--- src/design/wtrf_pkg.sv ---
package wtrf_pkg;
    // Register map, byte addresses on the 8-bit register port
    localparam logic [7:0] CTRL_OFFSET = 8'h60;
    localparam logic [7:0] CAUSE_OFFSET = 8'h54;

    // Control register fields
    localparam int CTRL_TIMEOUT_FLAG = 7;
    localparam int CTRL_IRQ_ENABLE = 6;
    localparam int CTRL_PERIOD_BIT3 = 5;
    localparam int CTRL_CHANGE_UNLOCK = 4;
    localparam int CTRL_RESET_ENABLE = 3;
    localparam int CTRL_PERIOD_HI = 2;
    localparam int CTRL_PERIOD_LO = 0;

    // Reset-cause register fields
    localparam int CAUSE_DOG_RESET = 3;
    localparam int CAUSE_SUPPLY_DROP = 2;
    localparam int CAUSE_PIN_RESET = 1;
    localparam int CAUSE_POWER_ON = 0;
    localparam logic [3:0] CAUSE_UNUSED_BITS = 4'h0;

    // Reset values
    localparam logic [3:0] PERIOD_RESET = 4'h0;
    localparam logic [7:0] RDATA_IDLE = 8'h00;

    // Timing
    localparam int OSC_FREQ_KHZ = 128;
    localparam int CLK_FREQ_KHZ = 25000;
    localparam int UNLOCK_CYCLES = 4;
    localparam int UNLOCK_W = 3;
    localparam logic [UNLOCK_W-1:0] UNLOCK_LOAD = 3'(UNLOCK_CYCLES);

    // Time-out period: base oscillator count doubled per code step
    localparam int COUNT_W = 21;
    localparam logic [COUNT_W-1:0] PERIOD_BASE = 21'h000800;
    localparam logic [3:0] PERIOD_MAX_CODE = 4'h9;
endpackage

--- src/design/wtrf_top.sv ---
// Chosen here: the plain strobed port.
`timescale 1ns/1ps
module wtrf_top (
    // Clock and power-on reset
    input wire logic CLK,
    input wire logic ARST_N,
    // Watchdog oscillator and fuse
    input wire logic OSC_128K,
    input wire logic FUSE_ALWAYS_ON_N,
    // Other system reset sources, high while active
    input wire logic PIN_RESET,
    input wire logic SUPPLY_DROP_RESET,
    // Core events
    input wire logic RESTART_EXEC,
    input wire logic GLOBAL_IRQ_EN,
    input wire logic IRQ_ACK,
    // Register port
    input wire logic [7:0] ADDR,
    input wire logic [7:0] WDATA,
    input wire logic WR,
    input wire logic RD,
    output logic [7:0] RDATA,
    // Watchdog outputs
    output logic IRQ_REQ,
    output logic SYS_RESET_OUT
);

    logic osc_prev_q;
    logic [wtrf_pkg::COUNT_W-1:0] count_q;
    logic [wtrf_pkg::UNLOCK_W-1:0] unlock_cnt_q;
    logic reset_en_q;
    logic irq_en_q;
    logic timeout_flag_q;
    logic [3:0] period_q;
    logic irq_q;
    logic sys_reset_q;
    logic dog_reset_flag_q;
    logic supply_drop_reset_flag_q;
    logic pin_reset_flag_q;
    logic power_on_flag_q;
    logic [7:0] rdata_q;

    logic osc_tick;
    logic sys_rst;
    logic ctrl_wr;
    logic cause_wr;
    logic fuse_on;
    logic unlocked;
    logic reset_en_eff;
    logic irq_en_eff;
    logic combined;
    logic running;
    logic [3:0] period_code;
    logic [wtrf_pkg::COUNT_W-1:0] limit;
    logic expire;
    logic timeout_irq;
    logic timeout_rst;
    logic [7:0] ctrl_view;
    logic [7:0] cause_view;

    // Oscillator is sampled as a synchronous input; count on its rising edge
    assign osc_tick = OSC_128K & ~osc_prev_q;

    // A watchdog, pin or supply-drop reset resets the control logic
    assign sys_rst = sys_reset_q | PIN_RESET | SUPPLY_DROP_RESET;
    assign ctrl_wr = WR && (ADDR == wtrf_pkg::CTRL_OFFSET);
    assign cause_wr = WR && (ADDR == wtrf_pkg::CAUSE_OFFSET);
    assign fuse_on = ~FUSE_ALWAYS_ON_N;
    assign unlocked = unlock_cnt_q != '0;

    assign reset_en_eff = fuse_on | reset_en_q | dog_reset_flag_q;
    assign irq_en_eff = irq_en_q & ~fuse_on;
    assign combined = reset_en_eff & irq_en_eff;
    assign running = reset_en_eff | irq_en_eff;

    // Reserved codes behave as the longest period
    assign period_code = (period_q > wtrf_pkg::PERIOD_MAX_CODE) ?
        wtrf_pkg::PERIOD_MAX_CODE : period_q;
    assign limit = wtrf_pkg::PERIOD_BASE << period_code;

    // Compare with >= so a shorter period set mid-count expires on the next oscillator tick
    assign expire = running & osc_tick & (count_q >= limit - 1'b1);

    // Combined mode interrupts only while the flag is still clear
    assign timeout_irq = expire & irq_en_eff & ~(combined & timeout_flag_q);
    assign timeout_rst = expire & reset_en_eff & ~timeout_irq;

    always_ff @(posedge CLK or negedge ARST_N) begin
        if (!ARST_N) begin
            osc_prev_q <= 1'b0;
        end else begin
            osc_prev_q <= OSC_128K;
        end
    end

    // Time-out counter
    always_ff @(posedge CLK or negedge ARST_N) begin
        if (!ARST_N) begin
            count_q <= '0;
        end else if (sys_rst || RESTART_EXEC || !running) begin
            count_q <= '0;
        end else if (osc_tick) begin
            if (expire) begin
                count_q <= '0;
            end else begin
                count_q <= count_q + 1'b1;
            end
        end
    end

    // Change-unlock window
    always_ff @(posedge CLK or negedge ARST_N) begin
        if (!ARST_N) begin
            unlock_cnt_q <= '0;
        end else if (sys_rst) begin
            unlock_cnt_q <= '0;
        end else if (ctrl_wr && WDATA[wtrf_pkg::CTRL_CHANGE_UNLOCK]) begin
            unlock_cnt_q <= wtrf_pkg::UNLOCK_LOAD;
        end else if (unlocked) begin
            unlock_cnt_q <= unlock_cnt_q - 1'b1;
        end
    end

    // Reset enable
    always_ff @(posedge CLK or negedge ARST_N) begin
        if (!ARST_N) begin
            reset_en_q <= 1'b0;
        end else if (sys_rst) begin
            reset_en_q <= sys_reset_q | dog_reset_flag_q;
        end else if (ctrl_wr) begin
            if (WDATA[wtrf_pkg::CTRL_RESET_ENABLE]) begin
                reset_en_q <= 1'b1;
            end else if (unlocked && !dog_reset_flag_q) begin
                reset_en_q <= 1'b0;
            end
        end
    end

    // Period selection
    always_ff @(posedge CLK or negedge ARST_N) begin
        if (!ARST_N) begin
            period_q <= wtrf_pkg::PERIOD_RESET;
        end else if (sys_rst) begin
            period_q <= wtrf_pkg::PERIOD_RESET;
        end else if (ctrl_wr && unlocked) begin
            period_q <= {WDATA[wtrf_pkg::CTRL_PERIOD_BIT3],
                WDATA[wtrf_pkg::CTRL_PERIOD_HI:wtrf_pkg::CTRL_PERIOD_LO]};
        end
    end

    // Interrupt enable; a software write wins over the vector clear
    always_ff @(posedge CLK or negedge ARST_N) begin
        if (!ARST_N) begin
            irq_en_q <= 1'b0;
        end else if (sys_rst) begin
            irq_en_q <= 1'b0;
        end else if (ctrl_wr) begin
            irq_en_q <= WDATA[wtrf_pkg::CTRL_IRQ_ENABLE];
        end else if (IRQ_ACK && combined) begin
            irq_en_q <= 1'b0;
        end
    end

    // Time-out flag; a new time-out wins over the vector and write clears, a system reset wins over both
    always_ff @(posedge CLK or negedge ARST_N) begin
        if (!ARST_N) begin
            timeout_flag_q <= 1'b0;
        end else if (sys_rst) begin
            timeout_flag_q <= 1'b0;
        end else if (timeout_irq) begin
            timeout_flag_q <= 1'b1;
        end else if (IRQ_ACK || (ctrl_wr && WDATA[wtrf_pkg::CTRL_TIMEOUT_FLAG])) begin
            timeout_flag_q <= 1'b0;
        end
    end

    // Interrupt request toward the core
    always_ff @(posedge CLK or negedge ARST_N) begin
        if (!ARST_N) begin
            irq_q <= 1'b0;
        end else if (sys_rst) begin
            irq_q <= 1'b0;
        end else begin
            irq_q <= timeout_flag_q & irq_en_eff & GLOBAL_IRQ_EN;
        end
    end

    // System reset pulse, one cycle per time-out
    always_ff @(posedge CLK or negedge ARST_N) begin
        if (!ARST_N) begin
            sys_reset_q <= 1'b0;
        end else begin
            sys_reset_q <= timeout_rst;
        end
    end

    // Reset-cause flags; a cause present in the write cycle wins over the clear
    always_ff @(posedge CLK or negedge ARST_N) begin
        if (!ARST_N) begin
            dog_reset_flag_q <= 1'b0;
        end else if (sys_reset_q) begin
            dog_reset_flag_q <= 1'b1;
        end else if (cause_wr && !WDATA[wtrf_pkg::CAUSE_DOG_RESET]) begin
            dog_reset_flag_q <= 1'b0;
        end
    end

    always_ff @(posedge CLK or negedge ARST_N) begin
        if (!ARST_N) begin
            supply_drop_reset_flag_q <= 1'b0;
        end else if (SUPPLY_DROP_RESET) begin
            supply_drop_reset_flag_q <= 1'b1;
        end else if (cause_wr && !WDATA[wtrf_pkg::CAUSE_SUPPLY_DROP]) begin
            supply_drop_reset_flag_q <= 1'b0;
        end
    end

    always_ff @(posedge CLK or negedge ARST_N) begin
        if (!ARST_N) begin
            pin_reset_flag_q <= 1'b0;
        end else if (PIN_RESET) begin
            pin_reset_flag_q <= 1'b1;
        end else if (cause_wr && !WDATA[wtrf_pkg::CAUSE_PIN_RESET]) begin
            pin_reset_flag_q <= 1'b0;
        end
    end

    // Only power-on reset sets this; other resets leave it alone
    always_ff @(posedge CLK or negedge ARST_N) begin
        if (!ARST_N) begin
            power_on_flag_q <= 1'b1;
        end else if (cause_wr && !WDATA[wtrf_pkg::CAUSE_POWER_ON]) begin
            power_on_flag_q <= 1'b0;
        end
    end

    // Read views
    always_comb begin
        ctrl_view = 8'h00;
        ctrl_view[wtrf_pkg::CTRL_TIMEOUT_FLAG] = timeout_flag_q;
        ctrl_view[wtrf_pkg::CTRL_IRQ_ENABLE] = irq_en_eff;
        ctrl_view[wtrf_pkg::CTRL_PERIOD_BIT3] = period_q[3];
        ctrl_view[wtrf_pkg::CTRL_CHANGE_UNLOCK] = unlocked;
        ctrl_view[wtrf_pkg::CTRL_RESET_ENABLE] = reset_en_eff;
        ctrl_view[wtrf_pkg::CTRL_PERIOD_HI:wtrf_pkg::CTRL_PERIOD_LO] = period_q[2:0];
    end

    assign cause_view = {wtrf_pkg::CAUSE_UNUSED_BITS, dog_reset_flag_q,
        supply_drop_reset_flag_q, pin_reset_flag_q, power_on_flag_q};

    // Read data stand one cycle, zero otherwise and for unmapped addresses
    always_ff @(posedge CLK or negedge ARST_N) begin
        if (!ARST_N) begin
            rdata_q <= wtrf_pkg::RDATA_IDLE;
        end else if (RD && (ADDR == wtrf_pkg::CTRL_OFFSET)) begin
            rdata_q <= ctrl_view;
        end else if (RD && (ADDR == wtrf_pkg::CAUSE_OFFSET)) begin
            rdata_q <= cause_view;
        end else begin
            rdata_q <= wtrf_pkg::RDATA_IDLE;
        end
    end

    assign RDATA = rdata_q;
    assign IRQ_REQ = irq_q;
    assign SYS_RESET_OUT = sys_reset_q;

endmodule

--- config.mk ---
export PLATFORM = sky130hd
export DESIGN_NAME = wtrf_top
export DESIGN_NICKNAME = d
export VERILOG_FILES = /design/src/design/wtrf_pkg.sv /design/src/design/wtrf_top.sv
export SDC_FILE = /design/constraint.sdc
export NUM_CORES = 1
export LEC_CHECK = 0
export BUFFER_PORTS_ARGS = -buffer_cell sky130_fd_sc_hd__buf_2
export CAP_MARGIN = 20
export CORE_ASPECT_RATIO = 0.75
export CORE_UTILIZATION = 61
export DETAILED_ROUTE_END_ITERATION = 8
export MAX_ROUTING_LAYER = met4
export PLACE_DENSITY_LB_ADDON = 0.08
export RECOVER_POWER = 25
export SYNTH_ARGS = -nofsm -noshare
export SYNTH_HDL_FRONTEND = slang
export SYNTH_SLANG_ARGS = --single-unit
--- constraint.sdc ---
create_clock -name CLK -period 8.9 [get_ports CLK]
set_input_delay 1.335 -clock CLK [delete_from_list [all_inputs] [get_ports CLK]]
set_output_delay 1.335 -clock CLK [all_outputs]
set_load 0.05 [all_outputs]
# == Word level (Yosys, flattened, before mapping) ==
# Index checks and enable logic that the tools add are counted.
# W data, S select, Z words.
# totals
out_inout_bits,10
elab_cells,106
inputBits,27
ff_bits,46
# classes
addsub,3
bitwise,22
eq_ne,2
reduce_logical,34
order_cmp,2
mux,28
shift,1
# op_table
cell,n
$mux W21,3
$add A21 B1 Y21 const B,1
$ge A21 B21 Y1,1
$shl A12 B4 Y21 const A,1
$sub A21 B1 Y21 const B,1
$mux W1,17
$eq A8 B7 Y1 const B,2
$mux W4,4
$reduce_bool A3 Y1,5
$logic_and A1 B1 Y1,13
$and A1 B1 Y1,12
$reduce_bool A2 Y1,6
$mux W3,3
$mux W8,1
$logic_not A1 Y1,6
$or A1 B1 Y1,6
$gt A4 B4 Y1 const B,1
$not A1 Y1,4
$logic_or A1 B1 Y1,3
$sub A3 B1 Y3 const B,1
$reduce_and A2 Y1,1

# == Logic depth before layout (Yosys ltp) ==
# Gate-level depths: netlist of run 1.
# logic_depth
ltp_word,10
ltp_mapped,15
mapped_depth_nobuf,13

# == Least setup slack after synthesis of run 1 ==
# OpenSTA, ideal clock, no wires.
# synth_path
path_type,register to register
from,reg period_q[2]
to,reg count_q[10] (netlist bit)
stages_incl_launch_ff,14
arrival_ns,2.853
path_buffers,1
slack_ns,5.976
required_ns,8.829
setup_ns,0.071
path_cell_list,dfrtp_1 nor2_1 nand3b_1 ha_1 a21o_1 a32oi_1 ha_1 and4_1 nor4b_1 a221o_2 a21oi_4 o21ai_4 buf_6 nor2_1
# synth_between
elab_chain_cells,9
# synth_rtl
element,line,source
from (decl),wtrf_top.sv:34,logic [3:0] period_q;
from (signal assigned),wtrf_top.sv:142,period_q <= wtrf_pkg::PERIOD_RESET;
from (signal assigned),wtrf_top.sv:144,period_q <= wtrf_pkg::PERIOD_RESET;
from (signal assigned),wtrf_top.sv:146,"period_q <= {WDATA[wtrf_pkg::CTRL_PERIOD_BIT3],"
$gt A4 B4 Y1,wtrf_top.sv:77,assign period_code = (period_q > wtrf_pkg::PERIOD_MAX_CODE) ?
$mux W4 (*),wtrf_top.sv:77,
$shl A12 B4 Y21 (*),wtrf_top.sv:79,assign limit = wtrf_pkg::PERIOD_BASE << period_code;
$sub A21 B1 Y21 (*),wtrf_top.sv:82,assign expire = running & osc_tick & (count_q >= limit - 1'b1);
$ge A21 B21 Y1 (*),wtrf_top.sv:82,
$and A1 B1 Y1 (*),wtrf_top.sv:82,
$mux W21 (*),wtrf_top.sv:103,if (expire) begin
$mux W21 (*),wtrf_top.sv:102,end else if (osc_tick) begin
$mux W21 (*),wtrf_top.sv:100,end else if (sys_rst || RESTART_EXEC || !running) begin
to (signal assigned),wtrf_top.sv:106,count_q <= count_q + 1'b1;
to (decl),wtrf_top.sv:29,logic [wtrf_pkg::COUNT_W-1:0] count_q;
# Mark *: on every way between the ends. The rest lies on a longest branch, timed or not. The select of a mux whose other input is x is not followed.
# A chain may end at the register's enable or synchronous reset.

# == Final worst setup path of run 1 ==
# layout_path
from,reg period_q[2]
to,reg count_q[17] (netlist bit)
# The elaborated chain is that of the path after synthesis.

==> results.md, run 1 <==
Status:
- The run finished, with violations left.
- The checks that failed: capacitance limit, slew limit.

Yosys:
- Synthesis produced a netlist with a net count of 302.
- The count of mapped cells out of synthesis is ~260.
- The number of distinct library cell variants in the gate-level netlist after synthesis is 53.
- Counting flops with a built-in enable in the synthesized netlist gives 0.
- The commonest cells after synthesis are 45 x dfrtp_1, 38 x nor2_1, 24 x nand2_1.
- The yosys synthesis warning count is 0.
- For this run, the register share of the synthesized area comes to 0.4553.
- The cell with the most instances after synthesis is dfrtp_1.
- The area share of the largest cell type after synthesis is 0.4449.
- The average cell area after synthesis is approximately 9.7 um^2.
- For this run, the leading register cell type out of synthesis is dfrtp_1.
- In the synthesized netlist the async set-or-reset flop fraction comes to 1.000.
- After synthesis, the cell types taking the most area are dfrtp_1 44%, ha_1 6.9%, nor2_1 5.6%.
- In this run, synthesis produced a sequential element count of 46.
- The summed instance area of the synthesized netlist is about 2500 um^2.
- The biggest area contributor in the post-synthesis netlist is dfrtp_1.

Setup path:
- The critical path buffer and inverter count is 0.
- Setup slack on the worst reg-to-reg path comes out at approximately 5.6 ns.
- The cell that appears most often on the critical path is ha_1.
- The worst setup path is launched from a flip-flop.
- The worst path required time is a little over 9 ns.
- By startpoint and endpoint, the worst setup path is classified as flip-flop to flip-flop.
- The delay of the slowest cell on the worst path is 0.47 ns.
- Broken down by cell family, the worst path's largest delay share belongs to compound AO/OA/AOI/OAI gates.
- The largest fanout on the critical path is 18.
- The slowest stage cell on the critical path is dfrtp_1.
- STA classifies the critical path endpoint as a flip-flop.
- The worst path arrival time is roughly 3.5 ns.
- The signal on the critical path passes through nor2_1, nand3b_1, ha_1, a21o_1, a32oi_1, ha_1, and4_1, nor4b_1, a221o_2, a21oi_4, o21ai_4, o31ai_2.

Detailed routing:
- The DRC violation count after routing is 0.
- Summing over every cut layer, the via total after detailed routing is a little over 2,000.
- The first detailed-routing pass took 4 iterations.
- The routed wire length per instance is roughly 16 um.
- For this block, the routed nets add up to 5.464 mm of wire.
- The number of antenna-violating nets in the routed design is 0.
- The initial detailed-routing violation count is ~150.
- The number of vias per cell is 5.906.

Global routing:
- The wire length of the first global-routing pass is between 8 and 9 mm.
- Across every metal layer, demand over resource in global routing totals 0.2670.
- After global routing the overflow that remains totals 0.
- Entering global routing, the biggest net connects 47 pins.
- The number of global-route vias before repair is between 1,500 and 2,000.
- The initial antenna violation count is 0.

Die:
- The vertical die dimension is 57.79 um.
- The initial core utilization is 0.6655.
- For this design the top-level I/O count stands at 37.
- The die is 76.38 um wide.
- The core region area is 3804 um^2.
- Row generation in the floorplan step produced 19 rows.
- The die footprint is approximately 4400 um^2.

Clock network:
- The root buffer cell is clkbuf_8.
- The CTS tree is yes.
- Hold repair after CTS inserted 0 buffers.
- Clock-pin slew was measured on the worst setup and hold paths at around 0.080 ns.
- The number of buffers inserted by post-CTS setup repair is 0.
- Post-CTS repair changed the size of 0 cells.
- TritonCTS created 5 clock buffers.
- Counting along the longest clock path gives a buffer depth of 2.
- The clock latency of the later-clocked register in the worst-skew pair is about 0.3 ns.
- The tree built by TritonCTS fans out to between 40 and 50 sinks.
- In this run the number of H-tree levels came out at 2.

Run:
- The max-cap violation count is 1.

Place:
- OpenSTA, run right after detailed placement, puts the worst setup slack at between 5 and 6 ns.
- The sum of net half-perimeters after detailed placement is between 4 and 5 mm.
- The placer congestion estimate is roughly 0.82.
- During placement, the flow inserted port buffers numbering 36.
- In this run, placement finished with an instance count of 343.

Timing:
- The post-route fraction of the period consumed by the critical path is 0.3694.
- On the final layout, the worst hold slack is 0.4718 ns.
- The final worst-path setup slack is between 5 and 6 ns.
- The final clock skew is between 0.004 and 0.005 ns.
- Setup violations remaining at the end of the flow were counted as 0.
- The minimum period implied by the final worst setup slack is 3.288 ns.
- The final-report hold violation count is 0.
- The slew of the pin with the lowest slew margin is roughly 1.6 ns.
- The tightest slew margin relative to the limit is -0.04708.
- Derived from the worst setup path, the maximum achievable clock frequency is a little over 300 MHz.
- The final total negative setup slack is 0 ns.
- The total count of max-transition violations in the final report is 31.
- Setup repair after global routing left no endpoint under its margin.

Layout:
- Once layout is complete, the utilization of the core stands at 0.7424.
- After the last flow step, the layout net total stands at between 300 and 400.
- The final non-filler cell total is 352.
- The number of diodes is 0.
- Compared with the post-synthesis result, the final layout area differs by 11.57%.
- The share of cells above drive strength 1 is 0.1800.

Hold path:
- The class of the tightest hold or removal check is flip-flop to flip-flop.

Power and ir drop:
- Dividing total power by cell area gives a power density of ~130 nW/um^2.
- The worst-case IR drop observed on VDD is 0.1127 mV.
- The reported leakage power is roughly 1.3 nW.
-- power breakdown --
group | total [W] | internal (W) | leakage [nW] | switching, W
registers | 0.000209 | 0.000209 | 0.626 | 0.000000159
logic | 0.0000194 | 0.00000667 | 0.600 | 0.0000128
clock network | 0.000132 | 0.0000627 | 0.0482 | 0.0000692
total | 0.000361 | 0.000279 | 1.27 | 0.0000821
-- registers in the layout, indices dropped and copies added, names as in the netlist --
name and count:
count_q 21, RDATA 8, period_q 4, unlock_cnt_q 3, IRQ_REQ 1, SYS_RESET_OUT 1
dog_reset_flag_q 1, irq_en_q 1, osc_prev_q 1, pin_reset_flag_q 1, power_on_flag_q 1, reset_en_q 1
supply_drop_reset_flag_q 1, timeout_flag_q 1
-- cells by family after synthesis --
group,after synthesis,synth area share
and+or+nand+nor,115,0.2333
AOI/OAI and AO/OA,54,0.1453
DFF,46,0.4553
xor gates and xnor gates,18,0.06228
adders and majority gates,14,0.06920
buffers and inverters,11,0.02521
muxes,2,0.007909
other,1,0.001482
-- layout by cell type, fill, tap and decap left out, types with 3 or more instances in the layout --
cell type / instances
and3_1: 5
nand2_1: 24
ha_1: 14
xnor2_1: 5
buf_2: 34
a211oi_1: 3
a21o_1: 4
clkbuf_8: 6
xor2_1: 13
nor3_1: 3
inv_1: 5
dfrtp_1: 45
a21oi_1: 15
nor2_1: 38
nand3_1: 14
o21ai_0: 13
nand2b_1: 5
clkbuf_1: 4
a22oi_1: 3
nand4_1: 4
-- layout make-up --
class | count | area [um^2]
multi-input cells | 204 | 1315
clock buffers | 7 | 86.33
clock inverters | 1 | 5.005
flip-flops and latches | 46 | 1152
inverters | 5 | 18.77
fillers | 275 | 979.7
well taps | 52 | 65.06
repair buffers | 37 | 181.4
-- through the flow --
step | total power [W] | area (um^2)
final | 0.0003607 | 2824
after CTS | 0.0003608 | 2823
after floorplan | 0.0002208 | 2531
after global routing | 0.0003726 | 2824
after detailed placement | 0.0002329 | 2731
after global placement | 0.0002326 | 2731
-- per-layer routing --
metal  GRT usage  vias to the layer above  routed length, um
li1            -                     1006                  -
met1      0.3831                      983               2626
met2      0.3848                       84               2422
met3     0.05197                        6                373
met4     0.08516                        0                 42
met5           -                        -                  0
-- path summary, 6_finish.rpt --
path / from / end / depth (start not counted)
min in group asynchronous: ARST_N / count_q[14]$_DFFE_PN0P_ / 1
max in group asynchronous: ARST_N / count_q[1]$_DFFE_PN0P_ / 2
max reg2reg: period_q[2]$_DFFE_PN0P_ / count_q[17]$_DFFE_PN0P_ / 12
min reg2reg: power_on_flag_q$_DFFE_PN1P_ / power_on_flag_q$_DFFE_PN1P_ / 1
max: period_q[2]$_DFFE_PN0P_ / count_q[17]$_DFFE_PN0P_ / 12
min: power_on_flag_q$_DFFE_PN1P_ / power_on_flag_q$_DFFE_PN1P_ / 1
Note: power is estimated with default switching activity, not from simulation.
==> run 2: changes to the inputs <==
CORE_UTILIZATION = 57   (was 61)
clock period = 3.3 ns   (was 8.9 ns; I/O delays follow)
==> results.md, run 2 (synthesized netlist as in run 1, its figures left out) <==
Detailed routing:
- The initial detailed-routing violation count came to 141 (-6.6%).
- The count of TritonRoute iterations in the first routing pass is 4 (unchanged).
- The uppermost signal routing layer after detailed routing is met4.
- The routed wire length per instance is 15.30 um (-1.4%).
- The DRC violation count after routing came to 0 (unchanged).
- The wire length on met1 was 2.858 mm (+8.8%).
- The met2 routed wirelength is 2.295 mm (-5.2%).
- The number of vias per cell came to 5.840 (-1.1%).
- The number of vias in the routed layout was 2,120 (+2.0%).
- The met3 wire length is 368 um (-1.3%).
- The number of antenna-violating nets in the routed design is 0 (unchanged).
- The final routed wirelength across all metal layers is 5.554 mm (+1.6%).

Place:
- The worst slack after detailed placement is 0.05693 ns (-5.570 ns).
- The number of buffers added on ports was 36 (unchanged).
- The placer congestion estimate was 0.7963 (-2.7%).
- The sum of net half-perimeters after detailed placement was 3.877 mm (-3.6%).
- The cell count after placement was 348 (+1.5%).

Layout:
- The library cell used most frequently in the layout, excluding fill and tap cells, is dfrtp_1.
- The combined area of the multi-input logic cells is 1354 um^2 (+2.9%).
- The most flop-heavy register is count_q.
- The layout-stage area growth over the synthesis result is 15.08%.
- The number of diodes is 0 (unchanged).
- The area taken by flip-flops and latches was 1154 um^2 (+0.11%).
- The net count of the finished layout came to 348 (+2.4%).
- The final non-filler cell total was 363 (+3.1%).
- The library cells used most frequently in the layout, excluding fill and tap cells, are 44 x dfrtp_1, 37 x nor2_1, 34 x buf_2.
- The share of cells above drive strength 1 is 0.2110 (+0.03104).
- The number of flip-flops in the largest register is 21 (unchanged).
- The count of fill cells added during filler insertion is 330 (+20%).

Power and ir drop:
- The peak supply drop is 0.2371 mV (+110%).
- The total power divided by cell area is 333.8 nW/um^2 (+160%).
- The post-layout total power was 0.0009723 W (+170%).
- The reported leakage power is 1.309 nW (+2.7%).

Timing:
- The maximum clock rate came to 317.3 MHz (+4.3%).
- The minimum period implied by the final worst setup slack was 3.152 ns (-0.1362 ns).
- The final worst-path setup slack is 0.1481 ns (-5.464 ns).
- The slew of the pin with the lowest slew margin is 1.285 ns (-0.2857 ns).
- The final clock skew is 0.004619 ns (+0.0001873 ns).
- The count of endpoints failing setup in the final report is 0 (unchanged).
- The post-route fraction of the period consumed by the critical path is 0.9551 (+0.5857).
- The total count of max-transition violations in the final report came to 0 (-100%).
- The tightest slew margin relative to the limit is 0.1434 (+0.1905).
- The final-report hold violation count is 0 (unchanged).

Setup path:
- The worst flop-to-flop path startpoint is period_q[3]$_DFFE_PN0P_.
- The worst setup path is launched from a flip-flop.
- The critical path in this run is classified as flip-flop to flip-flop.
- The worst path arrival time is 3.36 ns (-0.14 ns).
- The depth of the worst register-to-register path is 14 (+2).
- The critical path buffer and inverter count came to 1 (+1).
- The worst path required time is 3.51 ns (-5.60 ns).
- The reg-to-reg setup timing slack is 0.15 ns (-5.46 ns).
- STA classifies the critical path endpoint as a flip-flop.
- Traced cell by cell, the critical path runs through nor2_4, nand3b_1, ha_1, nor3_1, a21o_1, a32oi_1, ha_1, and4_1, nor4b_2, a221o_2, a21oi_4, buf_4, o21ai_4, o31ai_2.
- Among the stages of the critical path, the cell type that occurs most often is ha_1.
- The largest fanout on the critical path is 7 (-11).
- The slowest stage cell on the critical path is dfrtp_2.
- The end of the worst register-to-register path is count_q[17]$_DFFE_PN0P_.
- The delay of the slowest cell on the worst path was 0.46 ns (about the same).
- The family with the most delay on the worst path is compound AO/OA/AOI/OAI gates.

Clock network:
- The CTS tree is yes.
- The clock latency of the later-clocked register in the worst-skew pair was 0.29 ns (about the same).
- The clock-pin slew on the worst setup and hold paths is 0.08 ns (about the same).
- The total clock sinks was 46 (unchanged).
- CTS placed an instance of clkbuf_8 at the clock tree root.
- The deepest clock path buffer count is 2 (unchanged).
- The CTS buffer count is 5 (unchanged).
- The deepest level of the CTS H-tree is 2 (unchanged).
- The number of buffers added to fix hold violations after cts was 0 (unchanged).

Global routing:
- The number of global-route vias before repair came to 1,835 (-5.4%).
- The wire length of the first global-routing pass was 8.618 mm (-2.0%).
- The initial antenna violation count is 0 (unchanged).
- The final global-route overflow total is 0 (unchanged).
- The overall track demand over capacity in global routing is 0.2480 (-0.01902).
- The pin count of the biggest net entering global routing is 47 (unchanged).

Die:
- The number of top-level design ports came to 37 (unchanged).
- The die footprint is 4714 um^2 (+6.8%).
- The core region area was 4154 um^2 (+9.2%).
- The number of standard-cell rows in the floorplan is 20 (+1).
- The initial core utilization is 0.6093 (-0.05612).
- The die extent in x is 78.95 um (+3.4%).
- The vertical die dimension was 59.71 um (+3.3%).

Hold path:
- In this run the worst hold path is classified as input port to flip-flop.
- The start point of the worst hold path is OSC_128K.
- The path with the worst hold slack has its endpoint at osc_prev_q$_DFF_PN0_.
- The count of cells along the worst hold path is 1 (unchanged).

Status:
- The flow ran to the end, and the final reports show no timing, DRC or antenna violations.

Run:
- The max-cap violation count was 0 (-1).
run 2: worst max path at each step:
stage                       startpoint                      end  slack (ns)  cells after the start
5_1_grt        period_q[3]$_DFFE_PN0P_  count_q[17]$_DFFE_PN0P_       -0.03                     14
2_1_floorplan  period_q[2]$_DFFE_PN0P_  count_q[10]$_DFFE_PN0P_        0.38                     13
3_5_place_dp   period_q[3]$_DFFE_PN0P_  count_q[17]$_DFFE_PN0P_        0.06                     13
6_report       period_q[3]$_DFFE_PN0P_  count_q[17]$_DFFE_PN0P_        0.15                     14
3_3_place_gp   period_q[3]$_DFFE_PN0P_  count_q[17]$_DFFE_PN0P_        0.17                     13
4_1_cts        period_q[3]$_DFFE_PN0P_  count_q[17]$_DFFE_PN0P_        0.04                     13
run 2: layout make-up:
class | instances | area share
clock buffers | 7 | 0.02964
clock inverters | 1 | 0.001718
inverters | 5 | 0.006443
multi-input cells | 206 | 0.4648
flip-flops and latches | 46 | 0.3960
well taps | 55 | 0.02363
repair buffers | 43 | 0.07775
run 2: where the power goes:
| group | total [W] | switching, W | internal (W) | leakage, nW |
|---|---|---|---|---|
| Combinational | 0.0000554 | 0.0000362 | 0.0000191 | 0.636 |
| Sequential | 0.000565 | 0.000000483 | 0.000564 | 0.625 |
| Clock | 0.000352 | 0.000183 | 0.000169 | 0.0482 |
run 2: worst reg2reg max path: stages (launching register included):
cell	delay, ns
dfrtp_2	0.46
nor2_4	0.15
nand3b_1	0.10
ha_1	0.27
nor3_1	0.16
a21o_1	0.11
a32oi_1	0.10
ha_1	0.28
and4_1	0.24
nor4b_2	0.17
a221o_2	0.39
a21oi_4	0.12
buf_4	0.17
o21ai_4	0.10
o31ai_2	0.27
run 2: per-layer routing:
metal,vias up,track usage
met4,0,0.06494
li1,1021,-
met5,-,-
met2,70,0.3453
met3,4,0.04733
met1,1025,0.3698
run 2: timing repair:
item	in CTS	in global routing
buffers inserted	0	4
gates resized for setup	0	5
setup endpoints to repair	0	20
run 2: stage by stage:
stage	instance area, um^2	hold slack [ns]	utilization	TNS, ns
after global placement	2750	0.4487	0.6620	0
final	2913	0.3540	0.7012	0
after global routing	2913	0.3436	0.7012	-0.03940
after CTS	2841	0.3304	0.6840	0
after floorplan	2531	0.1994	-	0
after detailed placement	2750	0.4482	0.6620	0
